<file path="config.mk">
export PLATFORM = sky130hd
export DESIGN_NAME = rsc_reset_source_controller
export DESIGN_NICKNAME = d
export VERILOG_FILES = /design/src/core/rsc_pkg.sv /design/src/core/rsc_wdt_clock.sv /design/src/core/rsc_cause_pick.sv /design/src/core/rsc_reset_source_controller.sv
export SDC_FILE = /design/constraint.sdc
export NUM_CORES = 1
export LEC_CHECK = 0
export ABC_AREA = 1
export BUFFER_PORTS_ARGS = -buffer_cell sky130_fd_sc_hd__buf_2
export CAP_MARGIN = 15
export CELL_PAD_IN_SITES_DETAIL_PLACEMENT = 0
export CELL_PAD_IN_SITES_GLOBAL_PLACEMENT = 1
export CORE_UTILIZATION = 31
export CTS_CLUSTER_DIAMETER = 40
export DETAILED_ROUTE_END_ITERATION = 8
export GPL_TIMING_DRIVEN = 0
export PLACE_DENSITY = 0.85
export SYNTH_ARGS = -nofsm -noshare
export SYNTH_HDL_FRONTEND = slang
export SYNTH_HIERARCHICAL = 1
export SYNTH_SLANG_ARGS = --single-unit
</file>
<file path="constraint.sdc">
create_clock -name i_clock -period 3.1 [get_ports i_clock]
set_input_delay 0 -clock i_clock [delete_from_list [all_inputs] [get_ports i_clock]]
set_output_delay 0 -clock i_clock [all_outputs]
set_load 0.05 [all_outputs]
</file>
<file path="src/core/rsc_pkg.sv">
// Overview of operation
// - Bit 5 write enables or disables comparator reset.
// - Enabled comparator resets when plus below minus.
// - Bit 5 reads 1 only after comparator reset.
// - Comparator reset works asleep if wake-enabled.
// - Watchdog comes up enabled, clocked at clock/12.
// - Watchdog overflow resets and sets bit 3.
// - Watchdog reset suspended in sleep, setting kept.
// - Flash write above lock byte forces reset.
// - Code read or branch above lock resets.
// - Security block or unmonitored flash write resets.
// - Bit 6 flags flash error; writes ignored.
// - Clock fail or alarm match requests reset.
// - Bit 7 enables clock-block reset, flags cause.
// - Clock-block reset stays working in sleep.
// - Writing bit 4 forces reset; then reads 1.
// - Internal resets never touch the reset pin.
// - Bit 2 enables clock-loss detector, flags timeout.
// - Bit 1 flags power reset, enables supply monitor.
// - Bit 0 reads 1 after reset-pin reset.
// - Register is not safe for read-modify-write.
package rsc_pkg;

    localparam logic [7:0] RSC_SFR_ADDR   = 8'hef;
    localparam int         RSC_ADDR_W     = 16;
    localparam int         RSC_RTC_W      = 32;
    localparam int         RSC_WDT_DIV    = 12;
    localparam int         RSC_CLK_NS     = 100;
    localparam int         RSC_HOLD_NS    = 1000;
    localparam int         RSC_HOLD_CYC   = (RSC_HOLD_NS + RSC_CLK_NS - 1) / RSC_CLK_NS;
    localparam logic [7:0] RSC_RDATA_IDLE = 8'h00;

    // Field order follows the register bits 7 down to 0.
    typedef struct packed {
        logic rtc;
        logic flash;
        logic cmp;
        logic sw;
        logic wdt;
        logic clock_loss_detector;
        logic por;
        logic pin;
    } rsc_cause_t;

    localparam rsc_cause_t RSC_CAUSE_NONE = '0;
    localparam rsc_cause_t RSC_CAUSE_POR  = '{por: 1'b1, default: 1'b0};

    typedef struct packed {
        logic [7:0] addr;
        logic [7:0] wdata;
        logic       wr;
        logic       rd;
    } rsc_sfr_t;

    typedef struct packed {
        logic                  wr_en;
        logic                  xdata_wr;
        logic [RSC_ADDR_W-1:0] xdata_addr;
        logic                  code_rd;
        logic                  branch;
        logic [RSC_ADDR_W-1:0] code_addr;
        logic                  sec_block;
        logic                  wr_erase;
    } rsc_flash_t;

    typedef struct packed {
        logic                 mcd_en;
        logic                 clk_slow;
        logic                 alarm_en;
        logic [RSC_RTC_W-1:0] timer;
        logic [RSC_RTC_W-1:0] alarm;
    } rsc_rtc_t;

    typedef enum logic [1:0] {
        RSC_ST_RUN  = 2'b01,
        RSC_ST_HOLD = 2'b10
    } rsc_state_t;

endpackage

</file>
<file path="src/core/rsc_wdt_clock.sv">
`timescale 1ns/100ps
module rsc_wdt_clock #(
    parameter int DIV = rsc_pkg::RSC_WDT_DIV
) (
    // Clock and reset
    input  wire logic i_clock,
    input  wire logic i_nrst,
    input  wire logic i_sys_rst,
    // Enable control
    input  wire logic i_en_wr,
    input  wire logic i_en_val,
    input  wire logic i_low_power,
    // Watchdog outputs
    output logic      o_enable,
    output logic      o_active,
    output logic      o_tick
);
    localparam int CW = (DIV > 1) ? $clog2(DIV) : 1;
    localparam logic [CW-1:0] LAST = CW'(DIV - 1);

    if (DIV < 2) begin : g_chk
        $error("Watchdog divider must be at least two.");
    end

    logic [CW-1:0] cnt_reg;
    logic          en_reg;
    logic          tick_reg;
    wire           wrap = (cnt_reg == LAST);

    always_ff @(posedge i_clock) begin
        if (!i_nrst || i_sys_rst) begin
            cnt_reg  <= '0;
            en_reg   <= 1'b1;
            tick_reg <= 1'b0;
        end else begin
            cnt_reg  <= wrap ? '0 : cnt_reg + 1'b1;
            tick_reg <= wrap;
            if (i_en_wr) begin
                en_reg <= i_en_val;
            end
        end
    end

    // Sleep only masks the request; the stored setting survives it.
    assign o_enable = en_reg;
    assign o_active = en_reg & ~i_low_power;
    assign o_tick   = tick_reg;
endmodule

</file>
<file path="src/core/rsc_cause_pick.sv">
`timescale 1ns/100ps
module rsc_cause_pick (
    // Requests in, single winner out
    input  rsc_pkg::rsc_cause_t i_req,
    output rsc_pkg::rsc_cause_t o_pick
);
    // Only one cause is recorded, so simultaneous requests are ranked.
    function automatic rsc_pkg::rsc_cause_t pick(input rsc_pkg::rsc_cause_t r);
        rsc_pkg::rsc_cause_t p;
        p = rsc_pkg::RSC_CAUSE_NONE;
        if (r.pin) p.pin = 1'b1;
        else if (r.por) p.por = 1'b1;
        else if (r.clock_loss_detector) p.clock_loss_detector = 1'b1;
        else if (r.wdt) p.wdt = 1'b1;
        else if (r.flash) p.flash = 1'b1;
        else if (r.sw) p.sw = 1'b1;
        else if (r.cmp) p.cmp = 1'b1;
        else if (r.rtc) p.rtc = 1'b1;
        return p;
    endfunction

    assign o_pick = pick(i_req);
endmodule

</file>
<file path="src/core/rsc_reset_source_controller.sv">
`timescale 1ns/100ps
module rsc_reset_source_controller #(
    parameter int HOLD_CYC = rsc_pkg::RSC_HOLD_CYC,
    parameter int WDT_DIV  = rsc_pkg::RSC_WDT_DIV
) (
    // Clock and power-on reset
    input  wire logic                        i_clock,
    input  wire logic                        i_nrst,
    // Special-function register port
    input  rsc_pkg::rsc_sfr_t                i_sfr,
    output logic [7:0]                       o_sfr_rdata,
    // Comparator
    input  wire logic                        i_cmp_out,
    input  wire logic                        i_cmp_wake_en,
    // Watchdog
    input  wire logic                        i_wdt_overflow,
    input  wire logic                        i_wdt_en_wr,
    input  wire logic                        i_wdt_en_val,
    output logic                             o_wdt_enable,
    output logic                             o_wdt_tick,
    // Flash access checker
    input  rsc_pkg::rsc_flash_t              i_flash,
    input  wire logic [rsc_pkg::RSC_ADDR_W-1:0] i_lock_addr,
    // Real-time clock block
    input  rsc_pkg::rsc_rtc_t                i_rtc,
    // Clock loss, supply, pin, power state
    input  wire logic                        i_clk_missing,
    input  wire logic                        i_vdd_low,
    input  wire logic                        i_rst_pin_n,
    input  wire logic                        i_low_power,
    // Reset and status outputs
    output logic                             o_sys_rst_n,
    output logic                             o_mcd_enable,
    output logic                             o_vdm_enable,
    output rsc_pkg::rsc_cause_t              o_cause
);
    localparam int HW = $clog2(HOLD_CYC + 1);
    localparam logic [HW-1:0] HOLD_LAST = HW'(HOLD_CYC - 1);

    if (HOLD_CYC < 1) begin : g_chk
        $error("Reset hold must last at least one cycle.");
    end

    rsc_pkg::rsc_state_t state_reg;
    rsc_pkg::rsc_state_t state_next;
    logic [HW-1:0]       hold_reg;
    logic [HW-1:0]       hold_next;
    rsc_pkg::rsc_cause_t cause_reg;
    logic                cmp_en_reg;
    logic                rtc_en_reg;
    logic                mcd_en_reg;
    logic                vdm_en_reg;
    logic [7:0]          rdata_reg;

    rsc_pkg::rsc_cause_t req;
    rsc_pkg::rsc_cause_t win;
    rsc_pkg::rsc_cause_t wbits;
    logic                wdt_active;

    // Register access decode.
    wire sfr_hit = (i_sfr.addr == rsc_pkg::RSC_SFR_ADDR);
    wire wr_hit  = sfr_hit & i_sfr.wr;
    wire rd_hit  = sfr_hit & i_sfr.rd;
    assign wbits = rsc_pkg::rsc_cause_t'(i_sfr.wdata);

    // Low-power gating of individual sources.
    wire awake   = ~i_low_power;
    wire cmp_ok  = awake | i_cmp_wake_en;

    // Flash illegal-access detection.
    wire fl_wr_hi  = i_flash.wr_en & i_flash.xdata_wr
                   & (i_flash.xdata_addr > i_lock_addr);
    wire fl_rd_hi  = (i_flash.code_rd | i_flash.branch)
                   & (i_flash.code_addr > i_lock_addr);
    wire fl_nomon  = i_flash.wr_erase & ~vdm_en_reg;
    wire fl_fault  = fl_wr_hi | fl_rd_hi | i_flash.sec_block | fl_nomon;

    // Real-time clock block events.
    wire rtc_fail  = i_rtc.mcd_en & i_rtc.clk_slow;
    wire rtc_alarm = i_rtc.alarm_en & (i_rtc.timer == i_rtc.alarm);

    // Request vector, one field per source.
    always_comb begin
        req       = rsc_pkg::RSC_CAUSE_NONE;
        req.pin   = ~i_rst_pin_n;
        req.por   = vdm_en_reg & i_vdd_low;
        req.clock_loss_detector   = mcd_en_reg & awake & i_clk_missing;
        req.wdt   = wdt_active & i_wdt_overflow;
        req.flash = fl_fault;
        req.sw    = wr_hit & wbits.sw;
        req.cmp   = cmp_en_reg & cmp_ok & ~i_cmp_out;
        req.rtc   = rtc_en_reg & (rtc_fail | rtc_alarm);
    end

    wire any_req  = |req;
    wire hold_end = (hold_reg == HOLD_LAST);
    wire enter    = (state_reg == rsc_pkg::RSC_ST_RUN) & any_req;

    rsc_cause_pick u_pick (
        .i_req  (req),
        .o_pick (win)
    );

    // The pin keeps the hold going for as long as it stays low.
    always_comb begin
        state_next = state_reg;
        hold_next  = hold_reg;
        case (state_reg)
            rsc_pkg::RSC_ST_RUN: begin
                if (any_req) begin
                    state_next = rsc_pkg::RSC_ST_HOLD;
                    hold_next  = '0;
                end
            end
            rsc_pkg::RSC_ST_HOLD: begin
                if (!i_rst_pin_n) begin
                    hold_next = '0;
                end else if (hold_end) begin
                    state_next = rsc_pkg::RSC_ST_RUN;
                end else begin
                    hold_next = hold_reg + 1'b1;
                end
            end
            default: begin
                state_next = rsc_pkg::RSC_ST_HOLD;
                hold_next  = '0;
            end
        endcase
    end

    always_ff @(posedge i_clock) begin
        if (!i_nrst) begin
            state_reg <= rsc_pkg::RSC_ST_HOLD;
            hold_reg  <= '0;
        end else begin
            state_reg <= state_next;
            hold_reg  <= hold_next;
        end
    end

    // Cause flags change only when a new reset is taken, so software
    // sees the last cause until the next reset.
    always_ff @(posedge i_clock) begin
        if (!i_nrst) begin
            cause_reg <= rsc_pkg::RSC_CAUSE_POR;
        end else if (enter) begin
            cause_reg <= win;
        end
    end

    // Enables. The comparator, clock-block and clock-loss enables are all
    // cleared by any reset so that a persisting condition does not loop; software re-arms.
    always_ff @(posedge i_clock) begin
        if (!i_nrst) begin
            cmp_en_reg <= 1'b0;
            rtc_en_reg <= 1'b0;
            mcd_en_reg <= 1'b0;
            vdm_en_reg <= 1'b1;
        end else if (enter) begin
            cmp_en_reg <= 1'b0;
            rtc_en_reg <= 1'b0;
            mcd_en_reg <= 1'b0;
            vdm_en_reg <= vdm_en_reg | win.por;
        end else if (wr_hit) begin
            cmp_en_reg <= wbits.cmp;
            rtc_en_reg <= wbits.rtc;
            mcd_en_reg <= wbits.clock_loss_detector;
            vdm_en_reg <= wbits.por;
        end
    end

    // Flag bits 6, 3 and 0 have no write path, so read-modify-write
    // cycles cannot disturb them.
    always_ff @(posedge i_clock) begin
        if (!i_nrst) begin
            rdata_reg <= rsc_pkg::RSC_RDATA_IDLE;
        end else if (rd_hit) begin
            rdata_reg <= cause_reg;
        end else begin
            rdata_reg <= rsc_pkg::RSC_RDATA_IDLE;
        end
    end

    rsc_wdt_clock #(
        .DIV (WDT_DIV)
    ) u_wdt (
        .i_clock     (i_clock),
        .i_nrst      (i_nrst),
        .i_sys_rst   (enter),
        .i_en_wr     (i_wdt_en_wr),
        .i_en_val    (i_wdt_en_val),
        .i_low_power (i_low_power),
        .o_enable    (o_wdt_enable),
        .o_active    (wdt_active),
        .o_tick      (o_wdt_tick)
    );

    // Only the system reset is driven; the reset pin is input only.
    assign o_sys_rst_n  = (state_reg == rsc_pkg::RSC_ST_RUN);
    assign o_mcd_enable = mcd_en_reg & awake;
    assign o_vdm_enable = vdm_en_reg;
    assign o_sfr_rdata  = rdata_reg;
    assign o_cause      = cause_reg;
endmodule

</file>
==> reports/metrics.yaml, run 1 <==
run_status: "finished clean"
timing.fmax_mhz: 471
die_h_um: 98.7
hp-class: "input pin to register"
overflow: 0
fillerInstances: 966
drc: 0
fin_tns_setup_ns: 0
vias_per_cell: 4.41
clock-sinks: 32
finalInstanceArea_sq_um: 4030
setup_viol: 0
die-width_um: 98.7
cap_violations: 0
antenna_cells: 0
worst_ep_required_time_ns: 3.28
synth_most_common_cell: "nand2_1"
grt_util_all_layers: 0.164
portBuffers: 167
antenna_found_initial: 1
synthArstFlopShare: 0
ys_ff_latch: 32
synth_largest_area_cell: "dfxtp_1"
critPathLaunchType: "register"
crit_path_end_kind: "register"
cts_buffers: 5
path_class: "register to register"
totalWireLength_mm: 7.68
pwr_density_cell_nw_per_um2: 279
fin_crit_ns: 2.12
areaGrowthSynthToFinish_pct: 38.9
synth_ff_type: "dfxtp_1"
synth_edf_count: 0
clk_latency_ns: 0.29
syn_area_sq_um: 2900
grt_first_pass_wirelength_mm: 13.2
nets: 827
post_dp_cell_area_sq_um: 3870
critPathSlowestCell: "dlygate4sd3_1"
critPathArrivalTime_ns: 2.30
htreeDepth: 2
slowest_delay_ns: 0.55
synthCells: 463
die-area_sq_um: 9740
fin_crit_sh: 0.685
initialDrtViolationCount: 61
hold_viol_final: 0
layout-drive-gt1-share: 0.314
post_cts_resize_count: 0
core-area_sq_um: 8890
ys_warn_count: 6
first_pass_iters: 5
skew_ns: 0.00366
dr_total_vias: 3312
dpl.hpwl_mm: 6.77
yosysTopAreaCellShare: 0.221
root_buffer: "clkbuf_8"
placedCellCount: 738
p_leak_nw: 2.39
path_cells: "nand2_1, inv_1, nor3_1, nand3_1, inv_1, nand3_4, nand2_4, inv_2, nor2_4, o211ai_1, dlygate4sd3_1"
clk_path_buf_depth: 2
ir_drop_mv: 0.138
first_global_vias: 3305
crit_fanout: 10
gp_congestion: 0.803
synthDistinctLibCells: 33
slew-limit-headroom: 0.648
synth_area_leaders: "dfxtp_1, ha_1, nand2_1"
cts_tree: "built"
worst_pin_slew_ns: 0.527
grt_max_degree: 11
final_cells: 751
ys_seq_area_frac: 0.221
fp-row-count: 34
cts.reportedPaths.clkPinSlew_ns: 0.07
power_mw: 1.12
rsz0062_at_grt: "false"
synth_nets: 648
synth_commonest_cells: "nand2_1, inv_1, nor2_1, ha_1, dfxtp_1"
post_drt_wl_per_cell_um: 10.2
avgSynthCellArea_sq_um: 6.26
finalMaxSlewViolations: 0
ant_nets: 0
ios: 171
initial_core_util: 0.326
critPathMostFrequentCell: "inv_1"
power breakdown:
| part | switching (mW) | internal (mW) |
|---|---|---|
| clock network | 0.151 | 0.238 |
| registers | 0.00491 | 0.417 |
| logic | 0.156 | 0.156 |
| total | 0.313 | 0.811 |
worst max-delay path: cells and delay by family (launching register included):
kind	cells	cell delay, ns
AND/OR/NAND/NOR	6	0.69
flip-flops	1	0.34
AO/OA/AOI/OAI	1	0.09
buffers and inverters	4	0.88
timing repair:
| action | 4_1_cts | 5_1_grt |
|---|---|---|
| hold endpoints to repair | 4 | 0 |
| setup endpoints to repair | 0 | 0 |
| buffers inserted | 0 | 0 |
| hold buffers | 5 | 0 |
stage by stage:
stage / worst slack (ns) / util / hold WS [ns]
finish: 0.977 / 0.453 / 0.0336
global route: 0.744 / 0.453 / 0.0558
CTS: 0.945 / 0.453 / 0.0309
detailed placement: 1.15 / 0.435 / 0.239
global placement: 1.20 / 0.435 / 0.222
floorplan: 1.05 / - / 0.130
worst paths after layout:
kind | from | endpoint | slack (ns) | cells after the start
worst max-delay path | o_vdm_enable | u_wdt/o_enable | 0.98 | 11
worst max register to register | o_vdm_enable | u_wdt/o_enable | 0.98 | 11
worst min-delay path | i_sfr[3] | o_vdm_enable | 0.03 | 4
worst min register to register | o_cause[0] | o_sfr_rdata[0] | 0.44 | 2
per-layer routing:
layer  wire, um  vias up  track usage  part of all wire
met5          0        -            0                 0
met3        691        7       0.0482             0.090
met2       3790      114        0.329              0.49
li1           -     1769            -                 -
met4         48        0       0.0321            0.0063
met1       3150     1422        0.167              0.41
placed cells by master (no fill, tap or decap), types with 3 or more instances in the layout:
cell / count
a21oi_1: 17
buf_2: 168
clkbuf_8: 5
dfxtp_1: 32
dlygate4sd3_1: 5
ha_1: 35
inv_1: 100
nand2_1: 113
nand2_2: 5
nand3_1: 20
nand4_1: 10
nor2_1: 67
nor2_2: 3
nor2_4: 4
nor3_1: 3
o21ai_0: 7
o21ai_1: 7
or2_2: 5
xnor2_1: 13
cell families (layout without fill, tap and decap cells):
family	count (synthesis)	count (layout)	synth area share
mux	1	1	0.00345
buf+inv	105	285	0.140
compound gates	37	37	0.0691
xor+xnor	15	15	0.0453
simple gates	238	238	0.370
flops	32	32	0.221
fa+ha+maj	35	35	0.151
area by class of cell:
class	instances	area (sq um)	area share
buffer	3	23.8	0.00590
timing repair buffer	172	886	0.220
inverter	102	383	0.0951
clock buffer	6	72.6	0.0180
tap	108	135	0.0336
sequential	32	641	0.159
clock inverter	2	35.0	0.00870
multi-input combinational	326	1850	0.460
(Power assumes the default switching activity.)
==> run 2, diff against run 1 <==
--- a/config.mk
+++ b/config.mk
@@ -10,11 +10,11 @@
 export CAP_MARGIN = 15
 export CELL_PAD_IN_SITES_DETAIL_PLACEMENT = 0
 export CELL_PAD_IN_SITES_GLOBAL_PLACEMENT = 1
-export CORE_UTILIZATION = 31
+export CORE_UTILIZATION = 26
 export CTS_CLUSTER_DIAMETER = 40
 export DETAILED_ROUTE_END_ITERATION = 8
 export GPL_TIMING_DRIVEN = 0
-export PLACE_DENSITY = 0.85
+export PLACE_DENSITY = 0.76
 export SYNTH_ARGS = -nofsm -noshare
 export SYNTH_HDL_FRONTEND = slang
 export SYNTH_HIERARCHICAL = 1
==> constraint.sdc (replaced) <==
create_clock -name i_clock -period 1.7 [get_ports i_clock]
set_input_delay 0 -clock i_clock [delete_from_list [all_inputs] [get_ports i_clock]]
set_output_delay 0 -clock i_clock [all_outputs]
set_load 0.05 [all_outputs]
==> run 2 against run 1 <==
Effect of this change: cell count grew 4.1%; largest power group unchanged; critical path type unchanged; maximum frequency grew 37%; clock power grew 87%; global-route usage shrank 2.9 points.
==> reports/metrics.yaml, run 2 (synthesis results as in run 1) <==
gp_congestion: 0.785  # was 0.803
path_cells: "inv_1, nor2_1, nand2_1, inv_1, nor3_1, nand3_1, inv_1, nand3_4, nand2_4, inv_6, nor2_4, nand2_4, a21oi_2"  # was nand2_1, inv_1, nor3_1, nand3_1, inv_1, nand3_4, nand2_4, inv_2, nor2_4, o211ai_1, dlygate4sd3_1
layout_commonest_cell: "buf_2"  # unchanged
post_dp_cell_area_sq_um: 3920  # was 3870 sq um
critPathSlowestCell: "dfxtp_2"  # was dlygate4sd3_1
portBuffers: 167  # unchanged
cap_violations: 0  # unchanged
final_cells: 782  # was 751
root_buffer: "clkbuf_8"  # unchanged
critPathMostFrequentCell: "inv_1"  # unchanged
clk_latency_ns: 0.29  # about the same
crit_path_end_kind: "register"  # unchanged
fillerInstances: 1157  # was 966
timing.fmax_mhz: 644  # was 471 MHz
slew-limit-headroom: 0.774  # was 0.648
first_pass_iters: 4  # was 5
overflow: 0  # unchanged
antenna_cells: 0  # unchanged
die-width_um: 108  # was 98.7 um
crit_fanout: 10  # unchanged
fin_crit_ns: 1.55  # was 2.12 ns
p_leak_nw: 2.39  # about the same
run_status: "finished clean"  # unchanged
critPathLaunchType: "register"  # unchanged
fp-row-count: 38  # was 34
ant_nets: 0  # unchanged
grt_util_all_layers: 0.135  # was 0.164
clock-sinks: 32  # unchanged
path_delay_family: "simple AND/OR/NAND/NOR gates"  # was buffers and inverters
antenna_found_initial: 0  # was 1
core-area_sq_um: 10800  # was 8890 sq um
most-common-layout-cells: "buf_2, nand2_1, inv_1"  # unchanged
initialDrtViolationCount: 116  # was 61
areaGrowthSynthToFinish_pct: 43.6  # was 38.9%
hp-class: "input pin to register"  # unchanged
drc: 0  # unchanged
clk_path_buf_depth: 2  # unchanged
dr_total_vias: 3308  # was 3,312
holdWs_ns: 0.00433  # was 0.0336 ns
skew_ns: 0.00508  # was 0.00366 ns
grt_first_pass_wirelength_mm: 12.7  # was 13.2 mm
totalWireLength_mm: 7.86  # was 7.68 mm
ir_drop_mv: 0.241  # was 0.138 mV
worst_ep_required_time_ns: 1.93  # was 3.28 ns
fin_crit_sh: 0.913  # was 0.685
setup_viol: 0  # unchanged
first_global_vias: 3150  # was 3,305
nets: 826  # was 827
worst_pin_slew_ns: 0.338  # was 0.527 ns
cts_buffers: 5  # unchanged
rsz0062_at_grt: "false"  # unchanged
post_drt_wl_per_cell_um: 10.1  # was 10.2 um
ios: 171  # unchanged
finalMaxSlewViolations: 0  # unchanged
vias_per_cell: 4.23  # was 4.41
power_mw: 2.10  # was 1.12 mW
finalInstanceArea_sq_um: 4160  # was 4030 sq um
final_core_util: 0.384  # was 0.453
pwr_density_cell_nw_per_um2: 504  # was 279 nW/um^2
die_h_um: 108  # was 98.7 um
path_buf_inv: 4  # unchanged
slowest_delay_ns: 0.32  # was 0.55 ns
placedCellCount: 770  # was 738
cts.reportedPaths.clkPinSlew_ns: 0.07  # about the same
path_class: "register to register"  # unchanged
htreeDepth: 2  # unchanged
die-area_sq_um: 11600  # was 9740 sq um
grt_max_degree: 12  # was 11
hold_viol_final: 0  # unchanged
cts_setup_buffers: 0  # unchanged
critPathArrivalTime_ns: 1.78  # was 2.30 ns
dpl.hpwl_mm: 6.82  # was 6.77 mm
layout-drive-gt1-share: 0.344  # was 0.314
initial_core_util: 0.267  # was 0.326
cts_tree: "built"  # unchanged
-- run 2: changes by cell type in the layout (fill, tap and decap cells not counted), sizes merged --
cell	change
dlygate4sd3	-1
clkbuf	-1
clkinvlp	+1
-- run 2: power by group --
| group | switching (mW) | leakage, nW | internal (mW) | total (mW) |
|---|---|---|---|---|
| combinational | 0.300 | 2.08 | 0.297 | 0.596 |
| sequential | 0.00945 | 0.258 | 0.760 | 0.769 |
| clock | 0.297 | 0.0541 | 0.433 | 0.730 |
| total | 0.606 | 2.39 | 1.49 | 2.10 |
-- run 2: worst register-to-register path: cells and delay by family, from the launching register on --
| kind | cells | cell delay, ns |
|---|---|---|
| AND/OR/NAND/NOR | 8 | 0.74 |
| flip-flops | 1 | 0.32 |
| buffers and inverters | 4 | 0.33 |
| AO/OA/AOI/OAI | 1 | 0.09 |
-- run 2: final cells by class --
cell class                      count  area [sq um]  share of cell area
Buffer                              3          23.8             0.00571
Clock buffer                        5          68.8              0.0165
Clock inverter                      3          42.5              0.0102
Inverter                          102           388              0.0932
Multi-Input combinational cell    326          1940               0.467
Sequential cell                    32           643               0.155
Tap cell                          140           175              0.0421
Timing Repair Buffer              171           876               0.211
-- run 2: metrics by stage --
stage,TNS (ns),setup WS (ns)
after floorplan,0,0.0926
after global placement,-1.88,-0.185
after detailed placement,-3.16,-0.241
after CTS,0,0.0583
after global routing,0,0.00137
final,0,0.147
-- run 2: path summary, 6_finish.rpt --
path         slack, ns           start          endpoint  cells after the start
max               0.15  u_wdt/o_enable  u_wdt/cnt_reg[3]                     13
min              0.004        i_sfr[7]        cmp_en_reg                      3
max reg2reg       0.15  u_wdt/o_enable  u_wdt/cnt_reg[3]                     13
min reg2reg       0.44      o_cause[3]    o_sfr_rdata[3]                      2
-- run 2: layer usage --
layer,wire [um],share of wire,vias up,global-route usage
met2,3810,0.48,110,0.248
met5,0,0,-,0
met1,3330,0.42,1423,0.156
li1,-,-,1767,-
met4,72,0.0092,0,0.0313
met3,650,0.083,8,0.0315
-- run 2: what timing repair did --
item,in CTS,in global routing
setup endpoints to repair,4,10
pin swaps,0,8
hold buffers,4,0
gates cloned,0,0
gates resized for setup,1,16
hold endpoints to repair,3,0
